**src/itrp_pkg.sv**
```systemverilog
package itrp_pkg;
  // ****************************************************************
  // port map
  // ****************************************************************
  localparam logic [7:0] PORT_CNT0  = 8'h40;  // counter 0 access port
  localparam logic [7:0] PORT_CNT1  = 8'h41;  // counter 1 access port
  localparam logic [7:0] PORT_CNT2  = 8'h42;  // counter 2 access port
  localparam logic [7:0] PORT_CTRL  = 8'h43;  // control word port
  // ****************************************************************
  // control word fields
  // ****************************************************************
  localparam int CW_SEL_HI    = 7;  // counter select / read back code
  localparam int CW_SEL_LO    = 6;
  localparam int CW_RW_HI     = 5;  // access order
  localparam int CW_RW_LO     = 4;
  localparam int CW_MODE_HI   = 3;  // mode
  localparam int CW_MODE_LO   = 1;
  localparam int CW_BCD       = 0;  // countdown format
  localparam int RB_NOCNT     = 5;  // read back: 0 latches count
  localparam int RB_NOSTAT    = 4;  // read back: 0 latches status
  localparam int RB_SEL_LO    = 1;  // read back counter select base
  localparam logic [1:0] SEL_READBACK = 2'h3;
  // ****************************************************************
  // access order codes
  // ****************************************************************
  localparam logic [1:0] RW_LATCH = 2'h0;
  localparam logic [1:0] RW_LSB   = 2'h1;
  localparam logic [1:0] RW_MSB   = 2'h2;
  localparam logic [1:0] RW_BOTH  = 2'h3;
  // ****************************************************************
  // status byte fields and reset values
  // ****************************************************************
  localparam int ST_OUT   = 7;  // output pin level
  localparam int ST_NULL  = 6;  // count not yet in counting element
  localparam logic [5:0] CFG_RESET = 6'h00;  // access order, mode, bcd
  localparam logic [15:0] CNT_RESET = 16'h0000;
  localparam int NUM_CNT = 3;
endpackage : itrp_pkg

```
**src/itrp_port.sv**
```systemverilog
`timescale 1ns/10ps
`default_nettype none
// one counter's access port: holding register, latches, byte pointers
module itrp_port (
  input  wire  logic        clk_sys,
  input  wire  logic        sys_rst,
  input  wire  logic        wrPort,       // write strobe to this port
  input  wire  logic        rdPort,       // read strobe from this port
  input  wire  logic [7:0]  wrData,
  input  wire  logic        cfgWrite,     // control word for this counter
  input  wire  logic [5:0]  cfgValue,     // access order, mode, bcd
  input  wire  logic        cntLatch,     // count latch request
  input  wire  logic        statLatch,    // status latch request
  input  wire  logic        loadDone,     // holding reg moved to counter
  input  wire  logic        outPin,       // counter output level
  input  wire  logic [15:0] liveCount,    // counting element value
  output logic [7:0]        rdData,       // byte for this read
  output logic [15:0]       countHolding, // count_holding_register
  output logic              countValid,   // pulse: new count written
  output logic [5:0]        cfg           // programmed configuration
);
  // ****************************************************************
  // state
  // ****************************************************************
  logic [15:0] cntHeld;     // latched count
  logic        cntHeldVal;  // latched count awaiting read
  logic [7:0]  statHeld;    // latched status
  logic        statHeldVal; // latched status awaiting read
  logic        nullCount;   // count not yet in counting element
  logic        wrHigh;      // write pointer at high byte
  logic        rdHigh;      // read pointer at high byte
  logic        lastRd;      // read completes the value
  logic [15:0] rdSrc;       // count source for reads
  logic [1:0]  rwMode;      // access order
  logic        wrLast;      // write completes the count
  logic [7:0]  statNow;     // live status byte

  assign rwMode  = cfg[5:4];
  assign rdSrc   = cntHeldVal ? cntHeld : liveCount;
  assign statNow = {outPin, nullCount, cfg};
  assign lastRd  = (rwMode != itrp_pkg::RW_BOTH) || rdHigh;
  assign wrLast  = (rwMode != itrp_pkg::RW_BOTH) || wrHigh;
  // status before count; latched or live count
  always_comb begin
    if (statHeldVal) begin
      rdData = statHeld;
    end else if (rwMode == itrp_pkg::RW_MSB || (rwMode == itrp_pkg::RW_BOTH && rdHigh)) begin
      rdData = rdSrc[15:8];
    end else begin
      rdData = rdSrc[7:0];
    end
  end

  // configuration, pointers and null flag
  always_ff @(posedge clk_sys or posedge sys_rst) begin
    if (sys_rst) begin
      cfg          <= itrp_pkg::CFG_RESET;
      wrHigh       <= 1'b0;
      rdHigh       <= 1'b0;
      nullCount    <= 1'b0;
      countHolding <= itrp_pkg::CNT_RESET;
      countValid   <= 1'b0;
    end else begin
      countValid <= wrPort && wrLast;
      if (cfgWrite) begin
        cfg    <= cfgValue;
        wrHigh <= 1'b0;
        rdHigh <= 1'b0;
        nullCount <= 1'b1;
      end else begin
        if (wrPort) begin
          if (rwMode == itrp_pkg::RW_MSB || (rwMode == itrp_pkg::RW_BOTH && wrHigh)) begin
            countHolding[15:8] <= wrData;
          end else begin
            countHolding[7:0] <= wrData;
          end
          if (rwMode == itrp_pkg::RW_BOTH) begin
            wrHigh <= ~wrHigh;
          end
        end
        if (rdPort && !statHeldVal && rwMode == itrp_pkg::RW_BOTH) begin
          rdHigh <= ~rdHigh;
        end
        // null flag set on the write that completes the count, cleared on load
        if (wrPort && wrLast) begin
          nullCount <= 1'b1;
        end else if (loadDone) begin
          nullCount <= 1'b0;
        end
      end
    end
  end

  // latches for count and status
  always_ff @(posedge clk_sys or posedge sys_rst) begin
    if (sys_rst) begin
      cntHeld     <= itrp_pkg::CNT_RESET;
      cntHeldVal  <= 1'b0;
      statHeld    <= 8'h00;
      statHeldVal <= 1'b0;
    end else begin
      if (cfgWrite) begin
        cntHeldVal  <= 1'b0;
        statHeldVal <= 1'b0;
      end else begin
        if (cntLatch && !cntHeldVal) begin
          cntHeld    <= liveCount;
          cntHeldVal <= 1'b1;
        end else if (rdPort && !statHeldVal && lastRd) begin
          cntHeldVal <= 1'b0;
        end
        if (statLatch && !statHeldVal) begin
          statHeld    <= statNow;
          statHeldVal <= 1'b1;
        end else if (rdPort) begin
          statHeldVal <= 1'b0;
        end
      end
    end
  end
endmodule : itrp_port
`default_nettype wire

```
**src/itrp_top.sv**
```systemverilog
`timescale 1ns/10ps
`default_nettype none
// Operation
// - status latch makes next read status
// - status bit 6 shows unloaded count
// - status bits 5:4 give access order
// - status bits 3:1 give mode
// - status bit 0 gives bcd format
// - ports 40h-42h select counters 0-2
// - byte writes load 16-bit count
// - byte order follows control word
// - reads give live or latched count
// - select 11 is read back command
// - access order 00 latches count
// - repeat latch ignored until read
module itrp_top #(
  parameter int NCNT = itrp_pkg::NUM_CNT  // number of counters
) (
  input  wire  logic             clk_sys,
  input  wire  logic             sys_rst,
  input  wire  logic [7:0]       ioAddr,       // host i/o address
  input  wire  logic             ioWr,         // write strobe, one cycle
  input  wire  logic             ioRd,         // read strobe, one cycle
  input  wire  logic [7:0]       ioWrData,
  input  wire  logic [NCNT-1:0]  outPin,       // counter output pins
  input  wire  logic [NCNT-1:0]  loadDone,     // holding reg moved
  input  wire  logic [16*NCNT-1:0] liveCount,  // counting elements
  output logic [7:0]             ioRdData,     // registered read data
  output logic [16*NCNT-1:0]     countHolding, // count_holding_register
  output logic [NCNT-1:0]        countValid,   // new count pulse
  output logic [6*NCNT-1:0]      cfg           // per-counter config
);
  // ****************************************************************
  // decode
  // ****************************************************************
  logic            ctrlWr;     // control word write
  logic            isRdBack;   // read back command
  logic [NCNT-1:0] portHit;    // counter port decoded
  logic [7:0]      rdByte [NCNT];
  logic [7:0]      next_ioRdData;

  // port address for counter index
  function automatic logic [7:0] portOf(input int idx);
    portOf = itrp_pkg::PORT_CNT0 + 8'(idx);
  endfunction : portOf

  assign ctrlWr   = ioWr && (ioAddr == itrp_pkg::PORT_CTRL);
  assign isRdBack = ioWrData[itrp_pkg::CW_SEL_HI:itrp_pkg::CW_SEL_LO] == itrp_pkg::SEL_READBACK;

  // ****************************************************************
  // counters
  // ****************************************************************
  genvar gi;
  generate
    for (gi = 0; gi < NCNT; gi++) begin : g_cnt
      logic selNorm;   // control word names this counter
      logic cfgWr;     // mode programming write
      logic cLatch;    // count latch request
      logic sLatch;    // status latch request
      logic rbSel;     // read back selects this counter
      assign portHit[gi] = ioAddr == portOf(gi);
      assign selNorm = !isRdBack && (ioWrData[7:6] == 2'(gi));
      assign rbSel   = isRdBack && ioWrData[itrp_pkg::RB_SEL_LO + gi];
      assign cfgWr   = ctrlWr && selNorm &&
                       (ioWrData[5:4] != itrp_pkg::RW_LATCH);
      assign cLatch  = ctrlWr && ((selNorm && ioWrData[5:4] == itrp_pkg::RW_LATCH) ||
                       (rbSel && !ioWrData[itrp_pkg::RB_NOCNT]));
      assign sLatch  = ctrlWr && rbSel && !ioWrData[itrp_pkg::RB_NOSTAT];
      itrp_port u_port (
        .clk_sys      (clk_sys),
        .sys_rst      (sys_rst),
        .wrPort       (ioWr && portHit[gi]),
        .rdPort       (ioRd && portHit[gi]),
        .wrData       (ioWrData),
        .cfgWrite     (cfgWr),
        .cfgValue     (ioWrData[5:0]),
        .cntLatch     (cLatch),
        .statLatch    (sLatch),
        .loadDone     (loadDone[gi]),
        .outPin       (outPin[gi]),
        .liveCount    (liveCount[16*gi +: 16]),
        .rdData       (rdByte[gi]),
        .countHolding (countHolding[16*gi +: 16]),
        .countValid   (countValid[gi]),
        .cfg          (cfg[6*gi +: 6])
      );
    end
  endgenerate

  // read data mux, zero for unmapped
  always_comb begin
    next_ioRdData = ioRdData;
    if (ioRd) begin
      next_ioRdData = 8'h00;
      for (int i = 0; i < NCNT; i++) begin
        if (portHit[i]) begin
          next_ioRdData = rdByte[i];
        end
      end
    end
  end

  // registered read data
  always_ff @(posedge clk_sys or posedge sys_rst) begin
    if (sys_rst) begin
      ioRdData <= 8'h00;
    end else begin
      ioRdData <= next_ioRdData;
    end
  end
endmodule : itrp_top
`default_nettype wire

```
**config.mk**
```make
export PLATFORM = sky130hd
export DESIGN_NAME = itrp_top
export DESIGN_NICKNAME = d
export VERILOG_FILES = /design/src/itrp_pkg.sv /design/src/itrp_port.sv /design/src/itrp_top.sv
export SDC_FILE = /design/constraint.sdc
export NUM_CORES = 1
export LEC_CHECK = 0
export BUFFER_PORTS_ARGS = -buffer_cell sky130_fd_sc_hd__buf_2
export CAP_MARGIN = 0
export CORE_AREA = 2 2 116 118
export CTS_CLUSTER_SIZE = 28
export DETAILED_ROUTE_END_ITERATION = 16
export DIE_AREA = 0 0 118 120
export HOLD_SLACK_MARGIN = 0.08
export MAX_ROUTING_LAYER = met4
export PLACE_DENSITY = 0.85
export SLEW_MARGIN = 20
export SYNTH_ARGS = -nofsm -noshare
export SYNTH_HDL_FRONTEND = slang
export SYNTH_SLANG_ARGS = --single-unit
export TNS_END_PERCENT = 50
```
**constraint.sdc**
```tcl
create_clock -name clk_sys -period 11.1 [get_ports clk_sys]
set_input_delay 1.11 -clock clk_sys [delete_from_list [all_inputs] [get_ports clk_sys]]
set_output_delay 1.11 -clock clk_sys [all_outputs]
set_load 0.005 [all_outputs]
```
# Yosys cells after proc, flatten, opt, wreduce, memory -nomap -nowiden
# Index checks and enable logic that the tools add are counted.
op_classes:
  add_sub_neg: 0
  mul: 0
  n_div: 0
  n_lt_le_gt_ge: 0
  eq_ne: 16
  n_shift: 0
  n_mux: 54
  n_bitwise: 12
  n_reduce_logical: 118
ops:
  columns: ["cell", "count"]
  rows:
  - ["8-bit two-way mux", 9]
  - ["1-bit logical AND", 58]
  - ["16-bit two-way mux", 3]
  - ["1-bit two-way mux", 42]
  - ["8-bit by 7-bit == test with 1-bit output (second input constant)", 4]
  - ["3-bit nonzero test", 9]
  - ["2-bit nonzero test", 10]
  - ["2-bit AND reduction", 9]
  - ["3-bit AND reduction", 6]
  - ["2-bit == test (second input constant)", 8]
  - ["1-bit logical OR", 15]
  - ["1-bit NOT", 12]
  - ["1-bit logical NOT", 9]
  - ["2-bit inequality test (second input constant)", 3]
  - ["2-bit logical NOT", 2]
  - ["2-bit by 1-bit == test with 1-bit output (second input constant)", 1]
totals:
  regBits: 164
  latchBits: 0
  ramBits: 0
  rom_bits: 0
  inputBits: 74
  memories: 0

# Depth between registers and ports, before layout
# Gate-level depths: netlist (run 1).
depth:
  word_depth: 9
  ltp_mapped: 7

# Modules after synthesis
# From an unflattened synthesis (run 1), not the netlist that was laid out.
hier_totals:
  cells_unflattened: 639
  area_unflattened_um2: 8065.2
modules_own_cells:
  columns: ["module", "instances", "cells_each", "area_each_um2", "seq_area_each_um2"]
  rows:
  - ["itrp_port", 3, 184, 2451.1, 1301.2]
  - ["itrp_top", 1, 87, 711.9, 200.2]

# Least setup slack after synthesis (run 1)
# No wires, ideal clock.
synth_path:
  path_type: "input -> register"
  from: "input ioAddr[7]"
  to: "register g_cnt[0].u_port.countHolding[10]"
  arrival_ns: 2.755
  slack_ns: 8.220
  stages: 6
  path_cell_list: "or4b_4 -> nor4_4 -> nand2_2 -> or2_1 -> buf_6 -> mux2_4"
synth_between:
  elab_chain_len: 6
  elab_cells_between_ends: 8
synth_rtl:
  columns: ["element", "line_no", "rtl"]
  rows:
  - ["from (decl)", "itrp_top.sv:21", "input wire logic [7:0] ioAddr,"]
  - ["8-bit by 7-bit == test with 1-bit output", "itrp_top.sv:47", "assign ctrlWr = ioWr && (ioAddr == itrp_pkg::PORT_CTRL);"]
  - ["1-bit logical AND", "itrp_top.sv:47", null]
  - ["1-bit logical AND (2 in series)", "itrp_top.sv:64", "assign cfgWr = ctrlWr && selNorm &&"]
  - ["1-bit NOT (no source line)", null, null]
  - ["3-bit AND reduction (no source line) *", null, null]
  - ["to (signal assigned)", "itrp_port.sv:61", "countHolding <= itrp_pkg::CNT_RESET;"]
  - ["to (signal assigned)", "itrp_port.sv:73", "countHolding[15:8] <= wrData;"]
  - ["to (decl)", "itrp_port.sv:18", "output logic [15:0] countHolding,"]
# Mark *: on every way between the ends. The rest lies on a longest branch, timed or not.
# A chain may end at the register's enable or synchronous reset.

# Final worst setup path (run 1)
layout_path:
  from: "input ioAddr[7]"
  to: "register g_cnt[2].u_port.cntHeld[0]"
layout_between:
  elab_chain_len: 6
  elab_cells_between_ends: 8
layout_rtl:
  columns: ["element", "line_no", "rtl"]
  rows:
  - ["8-bit by 7-bit == test with 1-bit output *", "itrp_top.sv:47", null]
  - ["1-bit logical AND *", "itrp_top.sv:47", null]
  - ["1-bit logical AND (2 in series)", "itrp_top.sv:64", null]
  - ["1-bit NOT (no source line)", null, null]
  - ["2-bit AND reduction (no source line) *", null, null]
  - ["to (signal assigned)", "itrp_port.sv:97", "cntHeld <= itrp_pkg::CNT_RESET;"]
  - ["to (signal assigned)", "itrp_port.sv:107", "cntHeld <= liveCount;"]
  - ["to (decl)", "itrp_port.sv:25", "logic [15:0] cntHeld;"]
# Marks and branches as above.

==> results of run 1 <==
## worst paths after layout
path                            slack, ps                               end  depth (start not counted)
worst min-delay path                  490   g_cnt[2].u_port.countHolding[3]                          1
worst max-delay path                 8220        g_cnt[2].u_port.cntHeld[0]                          6
worst min register to register        490   g_cnt[2].u_port.countHolding[3]                          1
min in group asynchronous             820  g_cnt[0].u_port.countHolding[11]                          2
worst max register to register       8630                       ioRdData[1]                          5
max in group asynchronous            8810        g_cnt[2].u_port.cntHeld[0]                          3
## per-layer routing
| metal | vias to the layer above | wire length, um | GRT usage, % |
|---|---|---|---|
| met3 | 44 | 1442 | 7.129 |
| met1 | 2942 | 7846 | 37.31 |
| met4 | 0 | 431 | 10.69 |
| li1 | 2499 | - | - |
| met5 | - | 0 | - |
| met2 | 256 | 10300 | 48.73 |
## flip-flops by register name, summed over array words and instances, names as in the netlist
signal and flops:
g_cnt.u_port.cntHeldVal 3, g_cnt.u_port.countHolding 48, g_cnt.u_port.wrHigh 3, g_cnt.u_port.rdHigh 3
g_cnt.u_port.statHeld 24, g_cnt.u_port.statHeldVal 3, g_cnt.u_port.countValid 3, g_cnt.u_port.cfg 18
g_cnt.u_port.nullCount 3, ioRdData 8, g_cnt.u_port.cntHeld 48
## cell families after synthesis
group,count (synthesis)
DFF,164
and+or+nand+nor,121
buffers and inverters,53
muxes,146
xor gates and xnor gates,5
AOI/OAI and AO/OA,108
## critical path, delay by kind of cell
kind,cells,cell delay [ps]
and+or+nand+nor,4,1420
muxes,1,520
buffers and inverters,1,120
## synthesized netlist by cell type (11+ instances only)
| master | instances |
|---|---|
| inv_1 | 14 |
| nor2b_1 | 11 |
| mux2_1 | 21 |
| mux2_2 | 108 |
| nand3_1 | 18 |
| and3_1 | 16 |
| clkbuf_1 | 16 |
| nor2_1 | 16 |
| o21ai_0 | 25 |
| o211ai_1 | 15 |
| dfrtp_1 | 164 |
| nand2_1 | 18 |
| a211oi_1 | 15 |
| o22ai_1 | 14 |
| buf_2 | 11 |
## power groups by stage
stage / sequential, uW / clock (uW) / combinational, uW
detailed placement: 621 / 0 / 68.4
CTS: 610 / 585 / 69.0
global placement: 620 / 0 / 66.1
finish: 610 / 580 / 69.1
global route: 610 / 609 / 75.5
floorplan: 620 / 0 / 35.0
## stage by stage
stage          cell area (um^2)  power [uW]  setup WS [ps]
2_1_floorplan              7652       654.6           5557
3_3_place_gp               8463       686.1           7898
3_5_place_dp               8463       689.0           7823
4_1_cts                    9050        1264           8263
5_1_grt                    9050        1295           8100
6_report                   9050        1259           8223
## area by class of cell
| type | count | share of cell area [%] |
|---|---|---|
| sequential | 164 | 45.35 |
| clock buffer | 19 | 4.894 |
| tap | 176 | 2.433 |
| clock inverter | 13 | 1.590 |
| inverter | 17 | 0.7604 |
| timing repair buffer | 154 | 8.627 |
| multi-input combinational | 380 | 36.35 |
==> results by group, run 1 <==
Power
  • Int Pwr: ~950 uW
  • Flop pwr share: 48.4%
  • PD cells: 139.1 nW/um^2
  • Sw frac: between 20 and 25%
  • Comb power frac: roughly 5.5%
  • P_leak: ~0.0048 uW
  • Worst VDD drop: a little over 0.1 mV
  • Psw: 304.9 uW
  • Clk pwr share: 46.1%

CTS
  • Worst skew pair latency: 430 ps
  • H-tree Lvls: 4
  • CTS Buffer Depth: 2
  • Hold_buf cts: 0
  • CTS buffer count: 17
  • Root Driver: clkbuf_16
  • TritonCTS clock tree: done
  • Postcts setup bufs: 0
  • Clock sink count: about 160
  • Cts repair resizes: 0
  • Clock Pin Slew Worst Setup and Hold Paths: around 70 ps

Synthesis
  • Largest family of logic cells by synthesized area: multiplexers
  • Post-Synthesis Cell Area: between 7000 and 8000 um^2
  • Synth Register Bits: ~160
  • Post-synthesis mux area share: a little under a quarter
  • Distinct cells, synth: 60
  • Synth top area cells: dfrtp_1 54%, mux2_2 16%, mux2_1 3.1%
  • Syn_area_per_cell: 12.82 um^2
  • Synth top area share: a little over half
  • Seq/Total Area, Yosys: 53.63%
  • Synth area leader: dfrtp_1
  • Post-synth EDFFs: 0
  • XOR/XNOR Fraction of Synth Area: 0.5723%
  • Prevailing post-synth register cell: dfrtp_1
  • Asr flop ratio synth: 100.0%
  • Syn Nets: 671
  • Adder and majority gate portion of the synthesized area: 0%
  • Warnings from Yosys: 0
  • Compound-gate portion of the synthesized area: roughly a tenth
  • Mapped Cells: around 600
  • Simple-gate share of the synthesized area: between 9 and 10%

Global routing
  • First-pass GRT wire length: around 32000 um
  • Antenna violations before repair: 0
  • Gr ovfl total: 0
  • Number of global-route vias before repair: 5927
  • Total GRT Usage: approximately 30%
  • Pin count of the biggest net entering global routing: 88

Finish
  • Final cell count without fillers: between 900 and 1000
  • Inserted Diodes: 0
  • Reg area: 4104 um^2
  • Layout Nets: around 810
  • Multi-input logic area: 3289 um^2
  • Most frequent cells in the layout: 164 x dfrtp_1, 150 x buf_2, 108 x mux2_2
  • Layout filler cell count: slightly above 900
  • Area Growth Syn to Fin: 18.26%
  • Commonest non-fill, non-tap cell in the layout: dfrtp_1
  • Layout cells sized above 1: 44.04%
  • Layout Utilization: a little over two thirds

Timing
  • Max Freq: 347.6 MHz
  • Pins over their slew limit: 0
  • Setup Total Neg Slack: 0 ps
  • Hold slack: approximately 490 ps
  • Unrepaired setup endpoints after global routing: false
  • Clock Skew: between 7 and 8 ps
  • Slew HR: between 30% and 40%
  • Final hold violations: 0
  • Finish-stage setup viols: 0
  • Clock period minus worst slack: 2877 ps
  • Final period util: 25.91%
  • Worst slew pin tran: around 980 ps

Route
  • Drt first pass iters: 5
  • Final wirelength: around 20000 um
  • Remaining DRCs: 0
  • Vias: 5741
  • Initial DRC Count: 450
  • Final ANT Viol Nets: 0
  • DR WL/cell: approximately 22 um
  • Vias per Instance: around 6.2

Job
  • Maxcap violations: 0

Die
  • Starting density of the core: 58.96%
  • Core Area: approximately 13000 um^2
  • Full die area: between 10000 and 15000 um^2
  • DIE HEIGHT: approximately 120 um
  • Row Count: between 40 and 50
  • DIE WIDTH: ~120 um
  • IO Count: ~150

Setup path
  • Crit-path max cell delay: 530 ps
  • Worst path cell trace: buf_2 > nor4b_4 > nand3_1 > nor2_2 > nand4b_2 > mux2_1
  • Kind of critical path: in -> reg
  • Reg2reg start: g_cnt[0].u_port.cfg[4]
  • Critical path's slowest cell: nand4b_2
  • CP required: approximately 11000 ps
  • CP Launch Type: input port
  • Worst setup startpoint: ioAddr[7]
  • Critical Path Fanout Max: 17
  • CP Capture Type: flop
  • WP data arrival: between 3000 and 4000 ps

Run status
  • Status: complete, no violations

Placed design
  • Count of input and output buffers: 150
  • Hpwl dp: between 10000 and 15000 um
  • Gpl congestion: 0.8779
  • Placed Cells: 891

Min path
  • Worst Hold Launch: g_cnt[2].u_port.countHolding[3]
  • HP Class: reg -> reg
Power figures use the tool's default switching activity.
==> run 2, diff against run 1 <==
- ABC_AREA: default -> 1
- CORE_AREA: 2 2 116 118 -> 2 2 129 131
- DIE_AREA: 0 0 118 120 -> 0 0 131 133
- PLACE_DENSITY: 0.85 -> 0.75
- clock period: 11.1 -> 2.36 ns (I/O delays scaled with it)
==> run 2 against run 1 <==
Combinational power rose to 7.1 times the previous value. Via count up 31%. Synthesized cell count increased by 82%.
==> results by group, run 2 <==
Run status
  • Status: complete, no violations (unchanged)

Synthesis
  • Post-synth EDFFs: 0 (unchanged)
  • Warnings from Yosys: 0 (unchanged)
  • Synth top cells by count: 516 x nand2_1, 164 x dfrtp_1, 108 x nor2_1 (was 164 x dfrtp_1, 108 x mux2_2, 25 x o21ai_0)
  • Syn_area_per_cell: 7.268 um^2 (was 12.82 um^2)
  • Prevailing post-synth register cell: dfrtp_1 (unchanged)
  • Synth Register Bits: 164 (unchanged)
  • Synth area leader: dfrtp_1 (unchanged)
  • Most frequent cell after synthesis: nand2_1 (was dfrtp_1)
  • Post-Synthesis Cell Area: 7915 um^2 (was 7652 um^2)
  • Seq/Total Area, Yosys: 51.85% (was 53.63%)
  • Asr flop ratio synth: 100.0% (unchanged)
  • Syn Nets: 1163 (was 671)
  • Mapped Cells: 1089 (was 597)
  • Distinct cells, synth: 25 (was 60)
  • Synth top area share: 51.85% (was 53.63%)
  • Synth top area cells: dfrtp_1 52%, nand2_1 24%, nor2_1 5.1% (was dfrtp_1 54%, mux2_2 16%, mux2_1 3.1%)

Setup path
  • Critical path's slowest cell: dlygate4sd3_1 (was nand4b_2)
  • Worst path cell trace: dlygate4sd3_1 > buf_2 > inv_1 > nand2_1 > nand3b_2 > o211ai_1 (was buf_2 > nor4b_4 > nand3_1 > nor2_2 > nand4b_2 > mux2_1)
  • CP required: 2640 ps (was 11410 ps)
  • Critical Path Fanout Max: 17 (unchanged)
  • Crit-path max cell delay: 530 ps (about the same)
  • CP Launch Type: input port (unchanged)
  • Kind of critical path: in -> reg (unchanged)
  • Worst reg2reg path depth: 8 (was 5)
  • CP Capture Type: flop (unchanged)
  • WP data arrival: 2040 ps (was 3180 ps)

Timing
  • Pins over their slew limit: 0 (unchanged)
  • Clock Skew: 7.139 ps (was 7.125 ps)
  • Worst slew pin tran: 742.7 ps (was 983.8 ps)
  • Setup Total Neg Slack: 0 ps (unchanged)
  • Max Freq: between 500 and 600 MHz
  • Unrepaired setup endpoints after global routing: false (unchanged)
  • Final period util: around three quarters
  • Finish-stage setup viols: 0 (unchanged)
  • Final hold violations: 0 (unchanged)
  • Slew HR: 50.38% (was 34.41%)
  • Clock period minus worst slack: between 1500 and 2000 ps

Global routing
  • Total GRT Usage: 26.53% (was 30.04%)
  • Antenna violations before repair: 0 (unchanged)
  • Number of global-route vias before repair: 7039 (was 5927)
  • Pin count of the biggest net entering global routing: 39 (was 88)
  • First-pass GRT wire length: 34740 um (was 31860 um)
  • Gr ovfl total: 0 (unchanged)

Finish
  • Layout filler cell count: 1430 (was 917)
  • Commonest non-fill, non-tap cell in the layout: nand2_1 (was dfrtp_1)
  • Registers with the most flip-flops: g_cnt.u_port.cntHeld: 48 flops, g_cnt.u_port.countHolding: 48 flops, g_cnt.u_port.statHeld: 24 flops (unchanged)
  • Inserted Diodes: 0 (unchanged)
  • Reg area: 4104 um^2 (unchanged)
  • Most frequent cells in the layout: 516 x nand2_1, 164 x dfrtp_1, 150 x buf_2 (was 164 x dfrtp_1, 150 x buf_2, 108 x mux2_2)
  • Multi-input logic area: 3324 um^2 (was 3289 um^2)
  • Layout Nets: 1363 (was 808)
  • Layout cells sized above 1: 16.68% (was 44.04%)
  • Layout Utilization: 62.20% (was 69.72%)
  • Area Growth Syn to Fin: 27.08% (was 18.26%)

CTS
  • Clock sink count: 164 (unchanged)
  • Root Driver: clkbuf_16 (unchanged)
  • TritonCTS clock tree: done (unchanged)
  • Worst skew pair latency: 430 ps (about the same)
  • CTS Buffer Depth: 2 (unchanged)
  • Clock Pin Slew Worst Setup and Hold Paths: 60 ps (was 70 ps)
  • CTS buffer count: 17 (unchanged)
  • H-tree Lvls: 4 (unchanged)

Die
  • IO Count: 151 (unchanged)
  • Core Area: 16170 um^2 (was 12980 um^2)
  • DIE WIDTH: 131 um (was 118 um)
  • Full die area: 17420 um^2 (was 14160 um^2)
  • Row Count: 47 (was 42)
  • Starting density of the core: 48.94% (was 58.96%)
  • DIE HEIGHT: 133 um (was 120 um)

Route
  • Vias: 7535 (was 5741)
  • Final wirelength: 21780 um (was 20020 um)
  • Final ANT Viol Nets: 0 (unchanged)
  • Initial DRC Count: 597 (was 450)
  • Vias per Instance: 4.954 (was 6.220)
  • DR WL/cell: 14.32 um (was 21.69 um)
  • Remaining DRCs: 0 (unchanged)
  • Drt first pass iters: 5 (unchanged)

Power
  • Sw frac: 22.74% (was 24.22%)
  • P_leak: 0.005625 uW (was 0.004751 uW)
  • Psw: 1400 uW (was 304.9 uW)
  • Comb power frac: 8.0% (was 5.5%)
  • Flop pwr share: 46.8% (was 48.4%)
  • PD cells: 612.0 nW/um^2 (was 139.1 nW/um^2)
  • Clk pwr share: 45.2% (was 46.1%)
  • Int Pwr: 4755 uW (was 953.8 uW)
  • Worst VDD drop: 0.5538 mV (was 0.1012 mV)

Placed design
  • Hpwl dp: 15140 um (was 13840 um)
  • Count of input and output buffers: 150 (unchanged)
  • Gpl congestion: 0.8687 (was 0.8779)

Min path
  • HP Class: in -> reg (was reg -> reg)
  • Worst Hold Depth: 3 (was 1)

Job
  • Maxcap violations: 0 (unchanged)
==> run 2: changes by cell type in the layout (fill, tap and decap cells not counted), sizes merged, moves of 45 or more <==
cell         change
o21ai           +53
nand2          +500
nand3           +45
inv             +53
mux2           -137
dlygate4sd3     +56
nor2            +99
==> run 2: through the flow <==
| stage | instances | setup slack [ps] | hold WS (ps) | power, uW | cell area, um^2 |
|---|---|---|---|---|---|
| floorplan | 1089 | 39.21 | 347.0 | 3146 | 7919 |
| global placement | 1434 | 453.0 | 398.7 | 3343 | 8900 |
| detailed placement | 1434 | 415.1 | 395.4 | 3348 | 8900 |
| CTS | 1521 | 618.5 | 97.83 | 6193 | 10060 |
| global route | 1521 | 475.0 | 109.1 | 6362 | 10060 |
| finish | 1521 | 603.3 | 107.8 | 6155 | 10060 |
==> run 2: kinds of logic (layout without fill, tap and decap cells) <==
| logic type | count (synthesis) | count (layout) | synth area share, % |
|---|---|---|---|
| flip-flops | 164 | 164 | 51.85 |
| AO/OA/AOI/OAI | 91 | 91 | 5.881 |
| AND/OR/NAND/NOR | 713 | 713 | 36.12 |
| buffers and inverters | 121 | 333 | 6.149 |
==> run 2: layout make-up <==
cell class	instances	share of cell area [%]
Sequential cell	164	40.80
Inverter	81	3.060
Clock inverter	7	0.9578
Clock buffer	24	4.988
Tap cell	220	2.737
Timing Repair Buffer	221	14.40
Multi-Input combinational cell	804	33.05
==> run 2: repair_timing <==
| item | 4_1_cts | 5_1_grt |
|---|---|---|
| setup endpoints to repair | 0 | 0 |
| buffers inserted | 0 | 0 |
| gates resized for setup | 0 | 0 |
| hold endpoints to repair | 82 | 0 |
| hold buffers | 56 | 0 |
==> run 2: path summary, 6_finish.rpt <==
path	start	end	slack, ps
max	ioWrData[5]	g_cnt[1].u_port.nullCount	600
min	ioWrData[2]	g_cnt[0].u_port.countHolding[2]	110
max reg2reg	g_cnt[1].u_port.cfg[5]	ioRdData[1]	650
min reg2reg	g_cnt[2].u_port.cntHeld[4]	g_cnt[2].u_port.cntHeld[4]	470
max in group asynchronous	sys_rst	g_cnt[1].u_port.countHolding[13]	1070
min in group asynchronous	sys_rst	g_cnt[0].u_port.countHolding[12]	540
==> run 2: critical path, delay by kind of cell <==
kind / cells / cell delay [ps]
buffers and inverters: 3 / 1060
and+or+nand+nor: 2 / 600
AOI/OAI and AO/OA: 1 / 130
==> run 2: power by group through the flow <==
stage	Clock, uW	Combinational, uW	Sequential (uW)
finish	2780	491	2880
global route	2930	551	2880
CTS	2820	492	2880
detailed placement	0	418	2930
global placement	0	414	2930
floorplan	0	213	2930
==> run 2: layer usage <==
layer | share of wire, % | up-vias | track usage (%)
li1 | - | 3763 | -
met1 | 45 | 3504 | 35.29
met2 | 47 | 234 | 40.27
met3 | 6.0 | 34 | 5.782
met4 | 2.4 | 0 | 9.338
met5 | 0 | - | -
==> run 3, diff against run 2 <==
- CORE_AREA: 2 2 129 131 -> 2 2 122 124
- DIE_AREA: 0 0 131 133 -> 0 0 124 126
- PLACE_DENSITY: 0.75 -> 0.8
- clock period: 2.36 -> 1.7 ns (I/O delays scaled with it)
==> run 3 against run 2 <==
Final area grew 1.5%. Sequential cell count is the same. Sequential power grew 39%. Global-route usage grew 4.1 points. Highest routed layer unchanged. Clock power grew 36%. Setup slack lost 480 ps. Critical path type unchanged. Routed wire length grew 2.1%.
==> results by group, run 3 (synthesis gave the netlist of run 2 again) <==
CTS
  • TritonCTS clock tree: done (unchanged)
  • Clock Pin Slew Worst Setup and Hold Paths: 70 ps (was 60 ps)
  • CTS Buffer Depth: 2 (unchanged)
  • Root Driver: clkbuf_16 (unchanged)
  • Clock sink count: 164 (unchanged)
  • Worst skew pair latency: 430 ps (about the same)
  • CTS buffer count: 17 (unchanged)
  • Postcts setup bufs: 0 (unchanged)
  • H-tree Lvls: 4 (unchanged)

Setup path
  • Critical Path Fanout Max: 16 (was 17)
  • Cell family with most CP delay: buffers and inverters (unchanged)
  • Most Frequent Cell on Critical Path: nand2_1
  • CP required: 2070 ps (was 2640 ps)
  • WP data arrival: 1950 ps (was 2040 ps)
  • CP Launch Type: input port (unchanged)
  • Crit-path max cell delay: 540 ps (was 530 ps)
  • Worst reg2reg path depth: 10 (was 8)
  • Buffers and inverters on the worst path: 4 (was 3)
  • Worst path cell trace: dlygate4sd3_1 > buf_2 > inv_1 > nand2_1 > o21ai_1 > nand3_1 > nor2_2 > buf_4 > nand2_1 > nand2_1 (was dlygate4sd3_1 > buf_2 > inv_1 > nand2_1 > nand3b_2 > o211ai_1)
  • Critical Path Stages: 10 (was 6)
  • Kind of critical path: in -> reg (unchanged)
  • Critical path's slowest cell: dlygate4sd3_1 (unchanged)
  • Reg2reg setup slack: 180 ps (was 650 ps)
  • CP Capture Type: flop (unchanged)

Finish
  • Multi-input logic area: 3339 um^2 (was 3324 um^2)
  • Area Growth Syn to Fin: 28.93% (was 27.08%)
  • Inserted Diodes: 0 (unchanged)
  • Layout filler cell count: 1191 (was 1430)
  • Layout Nets: 1386 (was 1363)
  • Layout Utilization: 71.29% (was 62.20%)
  • Registers with the most flip-flops: g_cnt.u_port.cntHeld: 48 flops, g_cnt.u_port.countHolding: 48 flops, g_cnt.u_port.statHeld: 24 flops (unchanged)
  • Most frequent cells in the layout: 513 x nand2_1, 164 x dfrtp_1, 150 x buf_2 (was 516 x nand2_1, 164 x dfrtp_1, 150 x buf_2)
  • Reg area: 4104 um^2 (unchanged)
  • Commonest non-fill, non-tap cell in the layout: nand2_1 (unchanged)
  • Layout cells sized above 1: 17.99% (was 16.68%)

Placed design
  • Gpl congestion: 0.8929 (was 0.8687)
  • Count of input and output buffers: 150 (unchanged)
  • Hpwl dp: 15040 um (was 15140 um)

Timing
  • Hold slack: 83.83 ps (was 107.8 ps)
  • Finish-stage setup viols: 0 (unchanged)
  • Worst slew pin tran: 528.4 ps (was 742.7 ps)
  • Pins over their slew limit: 0 (unchanged)
  • Unrepaired setup endpoints after global routing: false (unchanged)
  • Slew HR: 64.77% (was 50.38%)
  • Clock period minus worst slack: ~1600 ps
  • Clock Skew: 10.38 ps (was 7.139 ps)
  • Final period util: 93.04%
  • Final hold violations: 0 (unchanged)
  • Max Freq: about 630 MHz

Die
  • Starting density of the core: 55.30% (was 48.94%)
  • Full die area: 15620 um^2 (was 17420 um^2)
  • Row Count: 44 (was 47)
  • Core Area: 14310 um^2 (was 16170 um^2)
  • DIE WIDTH: 124 um (was 131 um)
  • DIE HEIGHT: 126 um (was 133 um)
  • IO Count: 151 (unchanged)

Global routing
  • Total GRT Usage: 30.63% (was 26.53%)
  • Pin count of the biggest net entering global routing: 88 (was 39)
  • Antenna violations before repair: 0 (unchanged)
  • First-pass GRT wire length: 35940 um (was 34740 um)
  • Gr ovfl total: 0 (unchanged)
  • Number of global-route vias before repair: 7379 (was 7039)

Min path
  • HP Class: in -> reg (unchanged)
  • Worst Hold Depth: 4 (was 3)

Power
  • Sw frac: 23.97% (was 22.74%)
  • Worst VDD drop: 0.8296 mV (was 0.5538 mV)
  • Flop pwr share: 47.1% (was 46.8%)
  • Int Pwr: 6462 uW (was 4755 uW)
  • Clk pwr share: 44.6% (was 45.2%)
  • Comb power frac: 8.3% (was 8.0%)
  • PD cells: 832.9 nW/um^2 (was 612.0 nW/um^2)
  • P_leak: 0.005711 uW (was 0.005625 uW)
  • Psw: 2037 uW (was 1400 uW)

Route
  • Initial DRC Count: 754 (was 597)
  • Vias: 7753 (was 7535)
  • Vias per Instance: 5.145 (was 4.954)
  • Final wirelength: 22230 um (was 21780 um)
  • DR WL/cell: 14.75 um (was 14.32 um)
  • Final ANT Viol Nets: 0 (unchanged)
  • Drt first pass iters: 6 (was 5)
  • Remaining DRCs: 0 (unchanged)

Run status
  • Status: complete, no violations (unchanged)

Job
  • Maxcap violations: 0 (unchanged)
[run 3: repair_timing]
| item | 4_1_cts | 5_1_grt |
|---|---|---|
| endpoints found under the hold margin | 231 | 0 |
| setup endpoints to repair | 0 | 51 |
| hold buffers | 63 | 0 |
| gates resized for setup | 0 | 7 |
[run 3: per-stage QoR]
stage | std cells | area, um^2 | worst slack, ps | power, uW | setup TNS [ps]
floorplan | 1089 | 7919 | -554.8 | 4367 | -90990
global placement | 1414 | 8987 | 67.39 | 4652 | 0
detailed placement | 1414 | 8987 | -15.12 | 4662 | -23.58
CTS | 1507 | 10190 | 43.64 | 8510 | 0
global route | 1507 | 10200 | 25.50 | 8784 | 0
finish | 1507 | 10200 | 118.3 | 8499 | 0
[run 3: path summary, 6_finish.rpt]
check                                                 start                     endpoint
worst max register to register   g_cnt[2].u_port.cntHeldVal                  ioRdData[0]
max in group asynchronous                           sys_rst  g_cnt[1].u_port.statHeldVal
min in group asynchronous                           sys_rst       g_cnt[0].u_port.cfg[4]
worst min-delay path                              ioAddr[0]   g_cnt[0].u_port.countValid
worst min register to register  g_cnt[1].u_port.statHeld[0]  g_cnt[1].u_port.statHeld[0]
worst max-delay path                            ioWrData[6]  g_cnt[2].u_port.cntHeld[13]
[run 3: worst min-delay path, cell delays in order]
cell and delay [ps]:
buf_2 110, inv_2 60, nand4_1 80, a211oi_1 50
[run 3: area by class of cell]
class / count / share of cell area [%]
flip-flops and latches: 164 / 40.22
multi-input cells: 804 / 32.72
repair buffers: 244 / 16.18
clock buffers: 19 / 4.340
inverters: 81 / 3.016
well taps: 184 / 2.256
clock inverters: 11 / 1.263
[run 3: per-layer routing]
| metal | track usage, % | wire, um | vias up |
|---|---|---|---|
| met2 | 47.58 | 10500 | 302 |
| met3 | 4.801 | 1444 | 60 |
| met4 | 12.62 | 743 | 0 |
| met1 | 40.24 | 9543 | 3579 |
| met5 | - | 0 | - |
| li1 | - | - | 3812 |
[run 3: power by group through the flow]
stage | combinational [uW] | sequential, uW | clock, uW
detailed placement | 591 | 4070 | 0
global route | 790 | 4010 | 3990
floorplan | 296 | 4070 | 0
global placement | 583 | 4070 | 0
CTS | 704 | 4000 | 3810
finish | 707 | 4000 | 3790
